$ cat config.mk
export PLATFORM = sky130hd
export DESIGN_NAME = ecl_loader
export DESIGN_NICKNAME = d
export VERILOG_FILES = /design/src/rtl/ecl_pkg.sv /design/src/rtl/ecl_loader.sv
export SDC_FILE = /design/constraint.sdc
export NUM_CORES = 1
export LEC_CHECK = 0
export BUFFER_PORTS_ARGS = -buffer_cell sky130_fd_sc_hd__buf_2
export CAP_MARGIN = 20
export CORE_UTILIZATION = 60
export DETAILED_ROUTE_END_ITERATION = 10
export PLACE_DENSITY = 0.8
export SLEW_MARGIN = 25
export SYNTH_ARGS = -nofsm -noshare
export SYNTH_HDL_FRONTEND = slang
export SYNTH_SLANG_ARGS = --single-unit
$ cat constraint.sdc
create_clock -name clk_i -period 2.41 [get_ports clk_i]
set_input_delay 0.482 -clock clk_i [delete_from_list [all_inputs] [get_ports clk_i]]
set_output_delay 0.482 -clock clk_i [all_outputs]
set_load 0.1 [all_outputs]
$ cat src/rtl/ecl_pkg.sv
package ecl_pkg;

  // ****************************************
  // Serial bus timing
  // ****************************************
  localparam int CLK_HZ = 40_000_000;
  localparam int SCL_QUARTER_NS = 2500;
  localparam int SCL_QUARTER_CYC = (SCL_QUARTER_NS * (CLK_HZ / 1_000_000) + 999) / 1000;

  // ****************************************
  // ROM addressing
  // ****************************************
  localparam logic [6:0] ROM_ADDR7 = 7'h50;
  localparam logic [4:0] ROM_FIRST = 5'h00;
  localparam logic [4:0] ROM_LAST = 5'h1c;
  localparam logic [4:0] ROM_CMD = 5'h02;
  localparam logic [7:0] CFG_CMD_LO = 8'h04;
  localparam logic [7:0] CFG_CMD_HI = 8'h05;
  localparam logic [7:0] CMD_LO_MASK = 8'h67;
  localparam logic [7:0] CMD_HI_MASK = 8'h01;

  typedef enum {
    ST_DETECT,
    ST_START,
    ST_TX,
    ST_RX,
    ST_APPLY,
    ST_APPLY2,
    ST_STOP,
    ST_DONE
  } ecl_state_t;

  typedef struct packed {
    logic we;
    logic [7:0] addr;
    logic [7:0] data;
    logic [7:0] mask;
  } ecl_cfg_wr_t;

  typedef struct packed {
    logic hit;
    logic [7:0] addr;
    logic [7:0] mask;
  } ecl_map_t;

endpackage

$ cat src/rtl/ecl_loader.sv
// Functional notes
// - ROM byte 02h updates selected bits of command register at 04h.
// - Bit7 to command bit8, bits6-5 and 2-0 direct, bits4-3 ignored.
// - ROM 04h-07h load subsystem IDs into 40h-43h, low byte first.
// - ROM byte 0Fh never written; system control byte 82h stays unchanged.
// - ROM 11h-14h load multifunction_pin_routing at 8Ch-8Fh, LSB first.
// - Start after reset only when clock line reads high via pull-up.
// - ROM addressed at seven-bit slave address 1010000b.
`timescale 1ns/1ps
`default_nettype none
module ecl_loader
  import ecl_pkg::*;
#(
  parameter int QTR_CYC = SCL_QUARTER_CYC
) (
  input wire logic clk_i,           // 40 MHz device clock
  input wire logic nrst_i,          // Host bus reset, active low
  input wire logic scl_i,           // Serial clock pin level
  output logic scl_o,               // Serial clock drive value
  output logic scl_oe_n_o,          // Low while pulling clock low
  input wire logic sda_i,           // Serial data pin level
  output logic sda_o,               // Serial data drive value
  output logic sda_oe_n_o,          // Low while pulling data low
  output var ecl_cfg_wr_t cfg_wr_o, // Config byte write with bit mask
  output logic busy_o,              // Load in progress
  output logic done_o,              // Load finished or skipped
  output logic err_o                // ROM did not acknowledge
);

  // ****************************************
  // Loading map
  // ****************************************
  function automatic ecl_map_t map_rom(input logic [4:0] off);
    ecl_map_t m;
    m = '{hit: 1'b0, addr: 8'h00, mask: 8'h00};
    case (off)
      5'h02: m = '{1'b1, CFG_CMD_LO, CMD_LO_MASK};
      5'h04: m = '{1'b1, 8'h40, 8'hff};
      5'h05: m = '{1'b1, 8'h41, 8'hff};
      5'h06: m = '{1'b1, 8'h42, 8'hff};
      5'h07: m = '{1'b1, 8'h43, 8'hff};
      5'h08: m = '{1'b1, 8'h44, 8'hfe};
      5'h09: m = '{1'b1, 8'h45, 8'hff};
      5'h0a: m = '{1'b1, 8'h46, 8'hff};
      5'h0b: m = '{1'b1, 8'h47, 8'hff};
      5'h0c: m = '{1'b1, 8'h80, 8'h7f};
      5'h0e: m = '{1'b1, 8'h81, 8'hc0};
      5'h10: m = '{1'b1, 8'h83, 8'hff};
      5'h11: m = '{1'b1, 8'h8c, 8'hff};
      5'h12: m = '{1'b1, 8'h8d, 8'hff};
      5'h13: m = '{1'b1, 8'h8e, 8'hff};
      5'h14: m = '{1'b1, 8'h8f, 8'hff};
      5'h15: m = '{1'b1, 8'h90, 8'hc0};
      5'h16: m = '{1'b1, 8'h91, 8'h80};
      // Bit 0 must stay 0, so it is never loaded
      5'h17: m = '{1'b1, 8'h92, 8'h7e};
      5'h18: m = '{1'b1, 8'h93, 8'h9f};
      5'h19: m = '{1'b1, 8'ha3, 8'h80};
      // 00h, 01h, 03h, 0Dh, 0Fh and 1Ah-1Ch carry nothing to load
      default: m = '{hit: 1'b0, addr: 8'h00, mask: 8'h00};
    endcase
    return m;
  endfunction

  // ****************************************
  // Pin synchronisers
  // ****************************************
  logic [1:0] pin_in;
  logic [1:0] pin_f;
  assign pin_in = {sda_i, scl_i};

  genvar gi;
  generate
    for (gi = 0; gi < 2; gi++) begin : g_sync
      logic s1;
      logic s2;
      logic s3;
      always_ff @(posedge clk_i or negedge nrst_i) begin
        if (!nrst_i) begin
          s1 <= 1'b0;
          s2 <= 1'b0;
          s3 <= 1'b0;
          pin_f[gi] <= 1'b0;
        end else begin
          s1 <= pin_in[gi];
          s2 <= s1;
          s3 <= s2;
          if (s2 == s3) begin
            pin_f[gi] <= s3;
          end
        end
      end
    end
  endgenerate

  logic scl_f;
  logic sda_f;
  assign scl_f = pin_f[0];
  assign sda_f = pin_f[1];

  // ****************************************
  // Quarter bit timer
  // ****************************************
  logic [15:0] qcnt;
  logic tick;
  assign tick = (qcnt == 16'(QTR_CYC - 1));

  always_ff @(posedge clk_i or negedge nrst_i) begin
    if (!nrst_i) begin
      qcnt <= 16'h0000;
    end else begin
      qcnt <= tick ? 16'h0000 : qcnt + 16'h0001;
    end
  end

  // ****************************************
  // Sequencer
  // ****************************************
  ecl_state_t state;
  logic [1:0] phase;
  logic [3:0] bitn;
  logic [7:0] shreg;
  logic [1:0] tx_step;
  logic [4:0] offset;
  logic ack_n;
  logic scl_low;
  logic sda_low;

  logic is_last;
  logic bit_end;
  ecl_map_t cur_map;
  assign is_last = (offset == ROM_LAST);
  assign bit_end = (bitn == 4'h8);
  assign cur_map = map_rom(offset);

  always_ff @(posedge clk_i or negedge nrst_i) begin
    if (!nrst_i) begin
      state <= ST_DETECT;
      phase <= 2'h0;
      bitn <= 4'h0;
      shreg <= 8'h00;
      tx_step <= 2'h0;
      offset <= ROM_FIRST;
      ack_n <= 1'b0;
      scl_low <= 1'b0;
      sda_low <= 1'b0;
      err_o <= 1'b0;
      cfg_wr_o <= '0;
    end else begin
      cfg_wr_o.we <= 1'b0;
      if (tick && (state == ST_START || state == ST_TX || state == ST_RX || state == ST_STOP)) begin
        phase <= phase + 2'h1;
      end
      case (state)
        ST_DETECT: begin
          // Five quarters cover the filter latency even with one-cycle quarters
          if (tick) begin
            if (bitn == 4'h4) begin
              state <= scl_f ? ST_START : ST_DONE;
            end else begin
              bitn <= bitn + 4'h1;
            end
          end
        end
        ST_START: begin
          if (tick) begin
            case (phase)
              2'h0: begin
                scl_low <= 1'b1;
                sda_low <= 1'b0;
              end
              2'h1: scl_low <= 1'b0;
              2'h2: sda_low <= 1'b1;
              default: begin
                scl_low <= 1'b1;
                state <= ST_TX;
                bitn <= 4'h0;
                shreg <= {ROM_ADDR7, (tx_step == 2'h2)};
              end
            endcase
          end
        end
        ST_TX: begin
          if (tick) begin
            case (phase)
              2'h0: sda_low <= bit_end ? 1'b0 : ~shreg[7];
              2'h1: scl_low <= 1'b0;
              2'h2: ack_n <= bit_end ? sda_f : ack_n;
              default: begin
                scl_low <= 1'b1;
                if (!bit_end) begin
                  shreg <= {shreg[6:0], 1'b0};
                  bitn <= bitn + 4'h1;
                end else if (ack_n) begin
                  err_o <= 1'b1;
                  state <= ST_STOP;
                end else if (tx_step == 2'h0) begin
                  tx_step <= 2'h1;
                  shreg <= {3'h0, ROM_FIRST};
                  bitn <= 4'h0;
                end else if (tx_step == 2'h1) begin
                  // Repeated start turns the bus round for reading
                  tx_step <= 2'h2;
                  state <= ST_START;
                end else begin
                  bitn <= 4'h0;
                  state <= ST_RX;
                end
              end
            endcase
          end
        end
        ST_RX: begin
          if (tick) begin
            case (phase)
              // Acknowledge every byte except the last one
              2'h0: sda_low <= bit_end ? ~is_last : 1'b0;
              2'h1: scl_low <= 1'b0;
              2'h2: shreg <= bit_end ? shreg : {shreg[6:0], sda_f};
              default: begin
                scl_low <= 1'b1;
                if (!bit_end) begin
                  bitn <= bitn + 4'h1;
                end else begin
                  state <= ST_APPLY;
                end
              end
            endcase
          end
        end
        ST_APPLY, ST_APPLY2: begin
          if (state == ST_APPLY) begin
            cfg_wr_o.we <= cur_map.hit;
            cfg_wr_o.addr <= cur_map.addr;
            cfg_wr_o.data <= shreg & cur_map.mask;
            cfg_wr_o.mask <= cur_map.mask;
          end else begin
            cfg_wr_o.we <= 1'b1;
            cfg_wr_o.addr <= CFG_CMD_HI;
            cfg_wr_o.data <= {7'h00, shreg[7]};
            cfg_wr_o.mask <= CMD_HI_MASK;
          end
          if (state == ST_APPLY && offset == ROM_CMD) begin
            state <= ST_APPLY2;
          end else if (is_last) begin
            state <= ST_STOP;
          end else begin
            offset <= offset + 5'h01;
            bitn <= 4'h0;
            state <= ST_RX;
          end
        end
        ST_STOP: begin
          if (tick) begin
            case (phase)
              2'h0: begin
                sda_low <= 1'b1;
                scl_low <= 1'b1;
              end
              2'h1: scl_low <= 1'b0;
              2'h2: sda_low <= 1'b0;
              default: state <= ST_DONE;
            endcase
          end
        end
        ST_DONE: begin
          scl_low <= 1'b0;
          sda_low <= 1'b0;
        end
        default: state <= ST_DONE;
      endcase
    end
  end

  // ****************************************
  // Pin drive and status
  // ****************************************
  // Open drain: only ever pull low, the pull-ups make the high level
  assign scl_o = 1'b0;
  assign sda_o = 1'b0;
  assign scl_oe_n_o = ~scl_low;
  assign sda_oe_n_o = ~sda_low;
  assign done_o = (state == ST_DONE);
  assign busy_o = ~done_o;

endmodule
`default_nettype wire

==> key figures, run 1 <==
Placement
  • DPL Wire Length: 6456 µm
  • Routability congestion estimate: 0.9484
  • Port Buf Inserts: 33
  • Dpl cells: 504

Synthesis
  • Top post-synthesis cells by area: dfrtp_1 46%, ha_1 4.6%, xnor2_1 3.4%, a21oi_1 2.8%, o21ai_0 2.8%
  • Synth top area share: 46.08%
  • Most area-hungry cell type in the Yosys netlist: dfrtp_1
  • Commonest cells post-synth: 75 x dfrtp_1, 30 x nand2_1, 25 x nor2_1, 23 x a21oi_1, 23 x o21ai_0
  • Fraction of registers with async set/reset: 100.0%
  • Ys Warns: 0
  • Post-synth EDFFs: 0
  • Seq cells post-synth: 75
  • Syn Area/Cell: 10.08 µm²
  • Yosys cell types: 70
  • Cell Area, Synth: 4073 µm²
  • Count leader, synth: dfrtp_1
  • Seq/Total Area, Yosys: 46.08%
  • Synth Flop Type: dfrtp_1
  • Syn Inst Count: 404

Cells and area
  • Nets: 457
  • Synthesis-to-layout area growth: 11.83%
  • Filler instances: 484
  • Fraction of layout instances using a drive strength above 1: 19.64%
  • Multi-input logic area: 2003 µm²
  • Finished Layout Cells: 520
  • Post-layout util: 70.52%
  • FF/Latch Area: 1878 µm²
  • Inserted Diodes: 0

Clock network
  • CTS-repair resized insts: 0
  • Clock Tree Root: clkbuf_8
  • Clock transition at the registers of the reported paths: 0.08 ns
  • CTS tree: built
  • Setup Buffers After CTS: 0
  • Num CTS Buffers: 9
  • CTS Buffer Depth: 2
  • H-Tree Depth: 3
  • Worst skew pair latency: 0.36 ns
  • # clock sinks: 75
  • Cts hold-fix bufs: 0

STA
  • Final setup viols: 0
  • TNS Setup: 0 ns
  • Slew Limit Fails: 0
  • RSZ-0062 raised after global routing: false
  • Hold_ws: 0.08221 ns
  • Hold Violations, Final: 0
  • Crit path time final: 2.185 ns
  • Tcrit/Tclk final: 90.65%
  • Fmax: 457.7 MHz
  • Clock Skews: 0.01137 ns

Die
  • Core area: 6459 µm²
  • Rows: 29
  • I/O pins: 36
  • Die Footprint: 7121 µm²
  • Chip height: 84.39 µm
  • Chip width: 84.39 µm
  • Starting Density: 63.06%

Worst setup path
  • Crit path DAT: 2.42 ns
  • Crit start category: flip-flop
  • Crit. End Element: flip-flop
  • Required time worst endpoint: 2.65 ns
  • Max FO, Critical Path: 9
  • Kind of critical path: reg -> reg

Route
  • DR WL/cell: 17.85 µm
  • Drt drc: 1
  • Vias per cell: 6.319
  • Starting DRC count in detailed routing: 245
  • Routed Antenna Nets: 0
  • Highest routed metal layer: met4
  • Routed vias: 3286
  • Drt first pass iters: 10
  • Met2 routed WL: 4369 µm
  • WL final: 9281 µm
  • Metal1 wirelength: 4048 µm
  • DR WL met3: 685 µm

Global routing
  • Tot GR Track Use: 28.25%
  • Grt total ovfl: 0
  • Largest net degree at the start of global routing: 40
  • Vias in the first global route: 3154
  • Initial antenna violation count: 0
  • First-pass GRT wire length: 15680 µm

Hold path
  • Hold Crit Class: in -> async

Run status
  • Failing checks: DRC
  • Status: finished with violations

Pwr
  • Pwr dens: 514.8 nW/µm²
  • Leak: 2.085 nW
  • VDD IR max: 0.5573 mV
  • Pwr Total: 0.002345 W

Flow run
  • Max-Cap Viols: 0
## logic make-up (layout without fill, tap and decap cells)
logic type	count (synthesis)	after routing	share of synthesized area (%)
adders and majority gates	17	17	5.100
and+or+nand+nor	136	136	19.08
other	1	2	0.09208
DFF	75	75	46.08
xor gates and xnor gates	20	20	4.301
muxes	7	7	2.243
buffers and inverters	44	82	5.008
AOI/OAI and AO/OA	104	104	18.10
## cell type report
class	instances	share of cell area, %
Multi-Input combinational cell	286	43.98
Sequential cell	75	41.24
Timing Repair Buffer	46	6.429
Clock buffer	10	3.022
Tap cell	77	2.115
Inverter	20	1.648
Clock inverter	6	1.566
## per-layer routing
layer / vias up / GRT usage, %
met3: 19 / 7.571
li1: 1521 / -
met5: - / 0
met4: 0 / 9.399
met1: 1597 / 38.23
met2: 149 / 44.63
## layout by cell type (no fill, tap or decap), types with 5 or more instances in the layout
master,synthesis,layout
ha_1,15,15
nand4_1,11,11
nand2b_1,5,5
a21oi_1,23,23
buf_2,7,31
a22o_1,12,12
buf_4,6,13
clkbuf_8,0,10
nor2b_1,8,8
o21ai_0,23,23
nand2_1,30,30
xnor2_1,16,16
dfrtp_1,75,74
nand3_1,19,19
nor3_1,7,7
nor2_1,25,24
inv_1,19,19
## where the power goes
| group | internal (W) | switching (W) | leakage, nW |
|---|---|---|---|
| clock | 0.000515 | 0.000507 | 0.0995 |
| combinational | 0.0000103 | 0.0000411 | 0.972 |
| sequential | 0.00127 | 0.00000585 | 1.01 |
## per-stage QoR
stage	setup slack (ns)	cell area (µm²)
2_1_floorplan	-0.06353	4084
3_3_place_gp	0.3791	4344
3_5_place_dp	0.2891	4344
4_1_cts	0.01131	4553
5_1_grt	0.03946	4554
6_report	0.2254	4554
## sequential cells by signal, summed over array words and instances, names as in the netlist, 2 cells and up
signal and flops:
g_sync.s3 2, offset 5, shreg 8, tx_step 2, state 3, g_sync.s1 2, qcnt 16, cfg_wr_o 23
phase 2, bitn 4, g_sync.s2 2
## worst max-delay path: stages, from the launching register on
cell	delay (ns)
dfrtp_1	0.40
ha_1	0.27
nor3b_1	0.37
and4_1	0.45
and2_4	0.24
nand2_2	0.06
mux2_4	0.29
## path summary, 6_finish.rpt
| kind | cells after the start | end | from | slack, ns |
|---|---|---|---|---|
| max | 6 | ack_n | qcnt[0] | 0.23 |
| min | 1 | phase[0] | nrst_i | 0.08 |
| max in group asynchronous | 2 | state[1] | nrst_i | 1.76 |
| min in group clk_i | 1 | g_sync[1].s1 | sda_i | 0.23 |
| max reg2reg | 6 | ack_n | qcnt[0] | 0.23 |
| min reg2reg | 0 | g_sync[0].s2 | g_sync[0].s1 | 0.36 |
Power figures use the tool's default switching activity.
==> run 2, diff against run 1 <==
- CORE_MARGIN: not set -> 2
==> run 2 against run 1 <==
Effect of this change:
- the flow now finishes without violations
- via count decreased by 1.6%
- critical endpoint is now bitn[2]
- clock-buffer cell count is 1 lower
- cell count up 0.38%
- combinational power about the same
- maximum frequency fell by 1.2%
==> key figures, run 2 (synthesis results as in run 1) <==
Route
  • Drt first pass iters: 5
  • WL final: 9061 µm
  • Starting DRC count in detailed routing: 197
  • Drt drc: 0
  • Routed vias: 3232
  • DR WL/cell: 17.36 µm
  • Routed Antenna Nets: 0
  • Vias per cell: 6.192

Global routing
  • Vias in the first global route: 3064
  • Largest net degree at the start of global routing: 43
  • Tot GR Track Use: 25.81%
  • Initial antenna violation count: 0
  • First-pass GRT wire length: 15160 µm
  • Grt total ovfl: 0

Clock network
  • CTS Buffer Depth: 2
  • Worst skew pair latency: 0.36 ns
  • Cts hold-fix bufs: 0
  • Setup Buffers After CTS: 0
  • CTS tree: built
  • Num CTS Buffers: 9
  • Clock transition at the registers of the reported paths: 0.09 ns
  • Clock Tree Root: clkbuf_8
  • H-Tree Depth: 3
  • CTS-repair resized insts: 0
  • # clock sinks: 75

Cells and area
  • Fraction of layout instances using a drive strength above 1: 19.68%
  • Max reg flops: 23
  • Most common cell after layout, fill and taps aside: dfrtp_1
  • Most frequent cells in the layout: 74 x dfrtp_1, 31 x buf_2, 30 x nand2_1, 24 x nor2_1
  • Synthesis-to-layout area growth: 12.35%
  • Filler instances: 507
  • Largest registers: cfg_wr_o x23, qcnt x16, shreg x8
  • Finished Layout Cells: 522
  • Nets: 456
  • Most flops, register: cfg_wr_o
  • Inserted Diodes: 0

Worst setup path
  • Crit. End Element: flip-flop
  • Max FO, Critical Path: 11
  • Cell Chain, Critical Path: inv_1 > ha_1 > nand3b_1 > nor4_1 > nor4_4 > and2_4 > a41o_1
  • Required time worst endpoint: 2.66 ns
  • Kind of critical path: reg -> reg
  • WP buf/inv: 1
  • Crit path DAT: 2.47 ns
  • Crit start category: flip-flop
  • Max incr delay on CP: 0.56 ns
  • Worst path slowest cell: nor4_1
  • Crit-path leading delay family: simple AND/OR/NAND/NOR gates

Die
  • Die Footprint: 7462 µm²
  • Rows: 30
  • Starting Density: 60.96%
  • Chip width: 86.39 µm
  • Core area: 6681 µm²
  • Chip height: 86.39 µm
  • I/O pins: 36

Placement
  • DPL Wire Length: 6446 µm
  • Routability congestion estimate: 0.9557
  • Port Buf Inserts: 33
  • Dpl cells: 506

Pwr
  • NetSw: 0.0005727 W
  • Leak: 2.097 nW
  • Clock Power Share: 46.0%
  • VDD IR max: 0.3754 mV
  • Combinational power share: 2.1%
  • Sw Ratio: 23.38%
  • Register share of total power: 51.9%
  • P_int: 0.001877 W
  • Pwr dens: 535.4 nW/µm²

STA
  • Crit path time final: 2.212 ns
  • Slew Limit Fails: 0
  • TNS Setup: 0 ns
  • RSZ-0062 raised after global routing: false
  • Hold Violations, Final: 0
  • Clock Skews: 0.01205 ns
  • Worst Max-Slew Pin Slew: 0.5123 ns
  • Tcrit/Tclk final: 91.77%
  • Fmax: 452.1 MHz
  • Final setup viols: 0
  • Relative slew margins: 65.48%

Run status
  • Status: finished clean

Hold path
  • Hold Crit Class: in -> async

Flow run
  • Max-Cap Viols: 0
run 2: power groups by stage:
| stage | registers (W) | clock network, W | logic, W |
|---|---|---|---|
| floorplan | 0.00129 | 0 | 0.0000226 |
| global placement | 0.00130 | 0 | 0.0000526 |
| detailed placement | 0.00130 | 0 | 0.0000536 |
| CTS | 0.00127 | 0.00113 | 0.0000538 |
| global route | 0.00127 | 0.00119 | 0.0000590 |
| finish | 0.00127 | 0.00113 | 0.0000511 |
run 2: worst paths after layout:
kind | slack [ns] | cells past startpoint | to | from
max | 0.20 | 7 | bitn[2] | bitn[0]
min | 0.06 | 1 | cfg_wr_o[21] | nrst_i
max reg2reg | 0.20 | 7 | bitn[2] | bitn[0]
min reg2reg | 0.36 | 0 | g_sync[0].s2 | g_sync[0].s1
max in group asynchronous | 1.78 | 2 | state[1] | nrst_i
min in group clk_i | 0.22 | 1 | g_sync[0].s1 | scl_i
run 2: final cells by class:
class                   count  area [µm²]  area share [%]
multi-input cells         286        2009           43.92
flip-flops and latches     75        1878           41.04
repair buffers             45       285.3           6.235
clock buffers               9       123.9           2.707
clock inverters             7       103.9           2.270
well taps                  80       100.1           2.188
inverters                  20       75.07           1.641
run 2: per-stage QoR:
| step | setup WS [ns] | utilization [%] | hold WS [ns] | total power [W] | cell area [µm²] |
|---|---|---|---|---|---|
| after detailed placement | 0.2876 | 64.96 | 0.3379 | 0.001350 | 4340 |
| after CTS | 0.002243 | 68.37 | 0.08473 | 0.002459 | 4568 |
| after global placement | 0.3771 | 64.96 | 0.3323 | 0.001349 | 4340 |
| after floorplan | -0.06353 | - | 0.1864 | 0.001317 | 4084 |
| after global routing | 0.05856 | 68.48 | 0.09517 | 0.002522 | 4576 |
| final | 0.1983 | 68.48 | 0.05964 | 0.002450 | 4576 |
run 2: metal layers:
layer / GRT usage, % / wire, µm / up-vias
li1: - / - / 1518
met1: 36.64 / 4166 / 1578
met2: 39.16 / 4204 / 117
met3: 5.810 / 522 / 19
met4: 9.091 / 167 / 0
met5: 0 / 0 / -
==> run 3, diff against run 2 <==
- ABC_AREA: not set -> 1
==> run 3 against run 2 <==
Effect of this change:
- sequential share of layout area rose by 0.33 points
- synthesized cell count rose by 30%
- maximum frequency fell by 0.88%
- critical path depth fell by 2
- cell count rose by 24%
- global-route usage fell by 0.11 points
- worst setup slack got worse by 0.020 ns
- sequential power barely moved
- register-to-register slack improved by 0.16 ns
- combinational power rose by 4.3%
- utilization fell by 0.60 points
- critical path type is now reg -> out
- critical endpoint is now done_o
==> key figures, run 3 <==
Clock network
  • Clock Tree Root: clkbuf_8
  • Setup Buffers After CTS: 0
  • H-Tree Depth: 3
  • # clock sinks: 75
  • Clock transition at the registers of the reported paths: 0.08 ns
  • CTS-repair resized insts: 0
  • CTS tree: built
  • Num CTS Buffers: 9
  • CTS Buffer Depth: 2
  • Cts hold-fix bufs: 0
  • Worst skew pair latency: 0.35 ns

Cells and area
  • Most flops, register: cfg_wr_o
  • Fraction of layout instances using a drive strength above 1: 10.97%
  • Inserted Diodes: 0
  • Most frequent cells in the layout: 138 x nand2_1, 75 x dfrtp_1, 69 x nor2_1, 62 x inv_1, 37 x nand3_1
  • Most common cell after layout, fill and taps aside: nand2_1
  • Max reg flops: 23
  • Largest registers: cfg_wr_o x23, qcnt x16, shreg x8
  • Nets: 580
  • Synthesis-to-layout area growth: 11.54%

Route
  • DR WL/cell: 14.01 µm
  • Vias per cell: 5.589
  • Drt drc: 0
  • Routed Antenna Nets: 0
  • Starting DRC count in detailed routing: 237
  • Drt first pass iters: 5
  • Routed vias: 3605
  • WL final: 9037 µm

Pwr
  • Pwr Total: 0.002414 W
  • VDD IR max: 0.3167 mV
  • Leak: 2.439 nW
  • Pwr dens: 532.1 nW/µm²

Worst setup path
  • WP buf/inv: 3
  • Reg2Reg Depth: 9
  • Max FO, Critical Path: 8
  • Crit-path leading delay family: buffers and inverters
  • Reg-to-reg slack, setup: 0.36 ns
  • Crit start category: flip-flop
  • Max incr delay on CP: 0.50 ns
  • Crit path DAT: 1.75 ns
  • Cell Chain, Critical Path: nand2_1 > inv_1 > nand2_2 > clkinvlp_4 > buf_2
  • Crit. End Element: output port
  • Kind of critical path: reg -> out
  • Worst path slowest cell: dfrtp_1
  • Required time worst endpoint: 1.93 ns
  • R2r startpoint: offset[2]
  • WP depth: 5
  • Endpoint of the lowest-slack register-to-register path: offset[4]

Synthesis
  • Syn Inst Count: 526
  • Seq cells post-synth: 75
  • Post-synth EDFFs: 0
  • Cell Area, Synth: 4066 µm²
  • Ys Warns: 0
  • Seq/Total Area, Yosys: 46.15%
  • Syn Area/Cell: 7.731 µm²
  • Most area-hungry cell type in the Yosys netlist: dfrtp_1
  • Commonest cells post-synth: 139 x nand2_1, 75 x dfrtp_1, 69 x nor2_1, 63 x inv_1, 37 x nand3_1
  • Yosys cell types: 38
  • Synth Flop Type: dfrtp_1
  • Synth top area share: 46.15%
  • Count leader, synth: nand2_1
  • Top post-synthesis cells by area: dfrtp_1 46%, nand2_1 13%, nor2_1 6.4%, inv_1 5.8%, ha_1 4.6%
  • Fraction of registers with async set/reset: 100.0%

STA
  • Final setup viols: 0
  • Worst Max-Slew Pin Slew: 0.5334 ns
  • Slew Limit Fails: 0
  • RSZ-0062 raised after global routing: false
  • Relative slew margins: 64.31%
  • Hold Violations, Final: 0
  • Clock Skews: 0.01551 ns
  • Tcrit/Tclk final: 92.59%
  • Fmax: 448.1 MHz
  • Crit path time final: 2.231 ns
  • TNS Setup: 0 ns

Die
  • I/O pins: 36
  • Chip height: 86.33 µm
  • Starting Density: 60.86%
  • Core area: 6681 µm²
  • Die Footprint: 7452 µm²
  • Chip width: 86.33 µm
  • Rows: 30

Global routing
  • Tot GR Track Use: 25.70%
  • Grt total ovfl: 0
  • Initial antenna violation count: 0
  • Vias in the first global route: 3268
  • Largest net degree at the start of global routing: 45
  • First-pass GRT wire length: 15180 µm

Hold path
  • Hold Crit Class: in -> async

Run status
  • Status: finished clean

Placement
  • DPL Wire Length: 6658 µm
  • Port Buf Inserts: 33
  • Routability congestion estimate: 0.9816

Flow run
  • Max-Cap Viols: 0
-- run 3: cell types whose count changed in the layout (fill, tap and decap cells not counted), sizes merged, moves of 14 or more --
cell,previous run,this run
nand2,31,140
nor2,26,72
inv,24,63
nand3,19,38
xnor2,16,2
-- run 3: worst max path at each step --
stage	startpoint	to	slack, ns
6_report	state[1]	done_o	0.18
3_3_place_gp	offset[3]	offset[4]	0.43
4_1_cts	state[1]	done_o	0.20
2_1_floorplan	state[1]	scl_low	0.05
5_1_grt	state[1]	done_o	0.13
3_5_place_dp	offset[2]	offset[4]	0.46
-- run 3: kinds of logic (layout without fill, tap and decap cells) --
logic type	after synthesis	in the layout	share of synthesized area [%]
and+or+nand+nor	275	275	28.19
buffers and inverters	79	117	7.877
DFF	75	75	46.15
AOI/OAI and AO/OA	63	63	9.139
adders and majority gates	17	17	5.108
xor gates and xnor gates	16	16	3.446
other	1	2	0.09222
-- run 3: layout make-up --
| class | count | area (µm²) |
|---|---|---|
| clock buffer | 11 | 151.4 |
| clock inverter | 4 | 73.82 |
| fill | 548 | 2146 |
| inverter | 65 | 247.7 |
| multi-input combinational | 373 | 1876 |
| sequential | 75 | 1877 |
| tap | 80 | 100.1 |
| timing repair buffer | 37 | 210.2 |
-- run 3: routing by layer --
metal / wire length, µm / vias up / GRT usage [%]
met1: 4077 / 1691 / 35.63
met2: 4227 / 152 / 40.21
met3: 503 / 26 / 4.476
met5: 0 / - / 0
li1: - / 1736 / -
met4: 228 / 0 / 10.51
-- run 3: metrics by stage --
step | util (%) | setup slack, ns | instance area, µm² | hold WS [ns] | cells
after floorplan | - | 0.04743 | 4076 | 0.1864 | 527
after global placement | 64.51 | 0.4342 | 4310 | 0.3346 | 630
after CTS | 67.88 | 0.1970 | 4536 | 0.07055 | 645
after detailed placement | 64.51 | 0.4557 | 4310 | 0.3356 | 630
final | 67.88 | 0.1786 | 4536 | 0.06746 | 645
after global routing | 67.88 | 0.1300 | 4536 | 0.09244 | 645
-- run 3: where the power goes --
group	total (W)	leakage, nW	internal [W]	switching [W]
registers	0.00127	1.02	0.00127	0.00000388
clock network	0.00109	0.115	0.000634	0.000456
logic	0.0000533	1.31	0.0000102	0.0000431
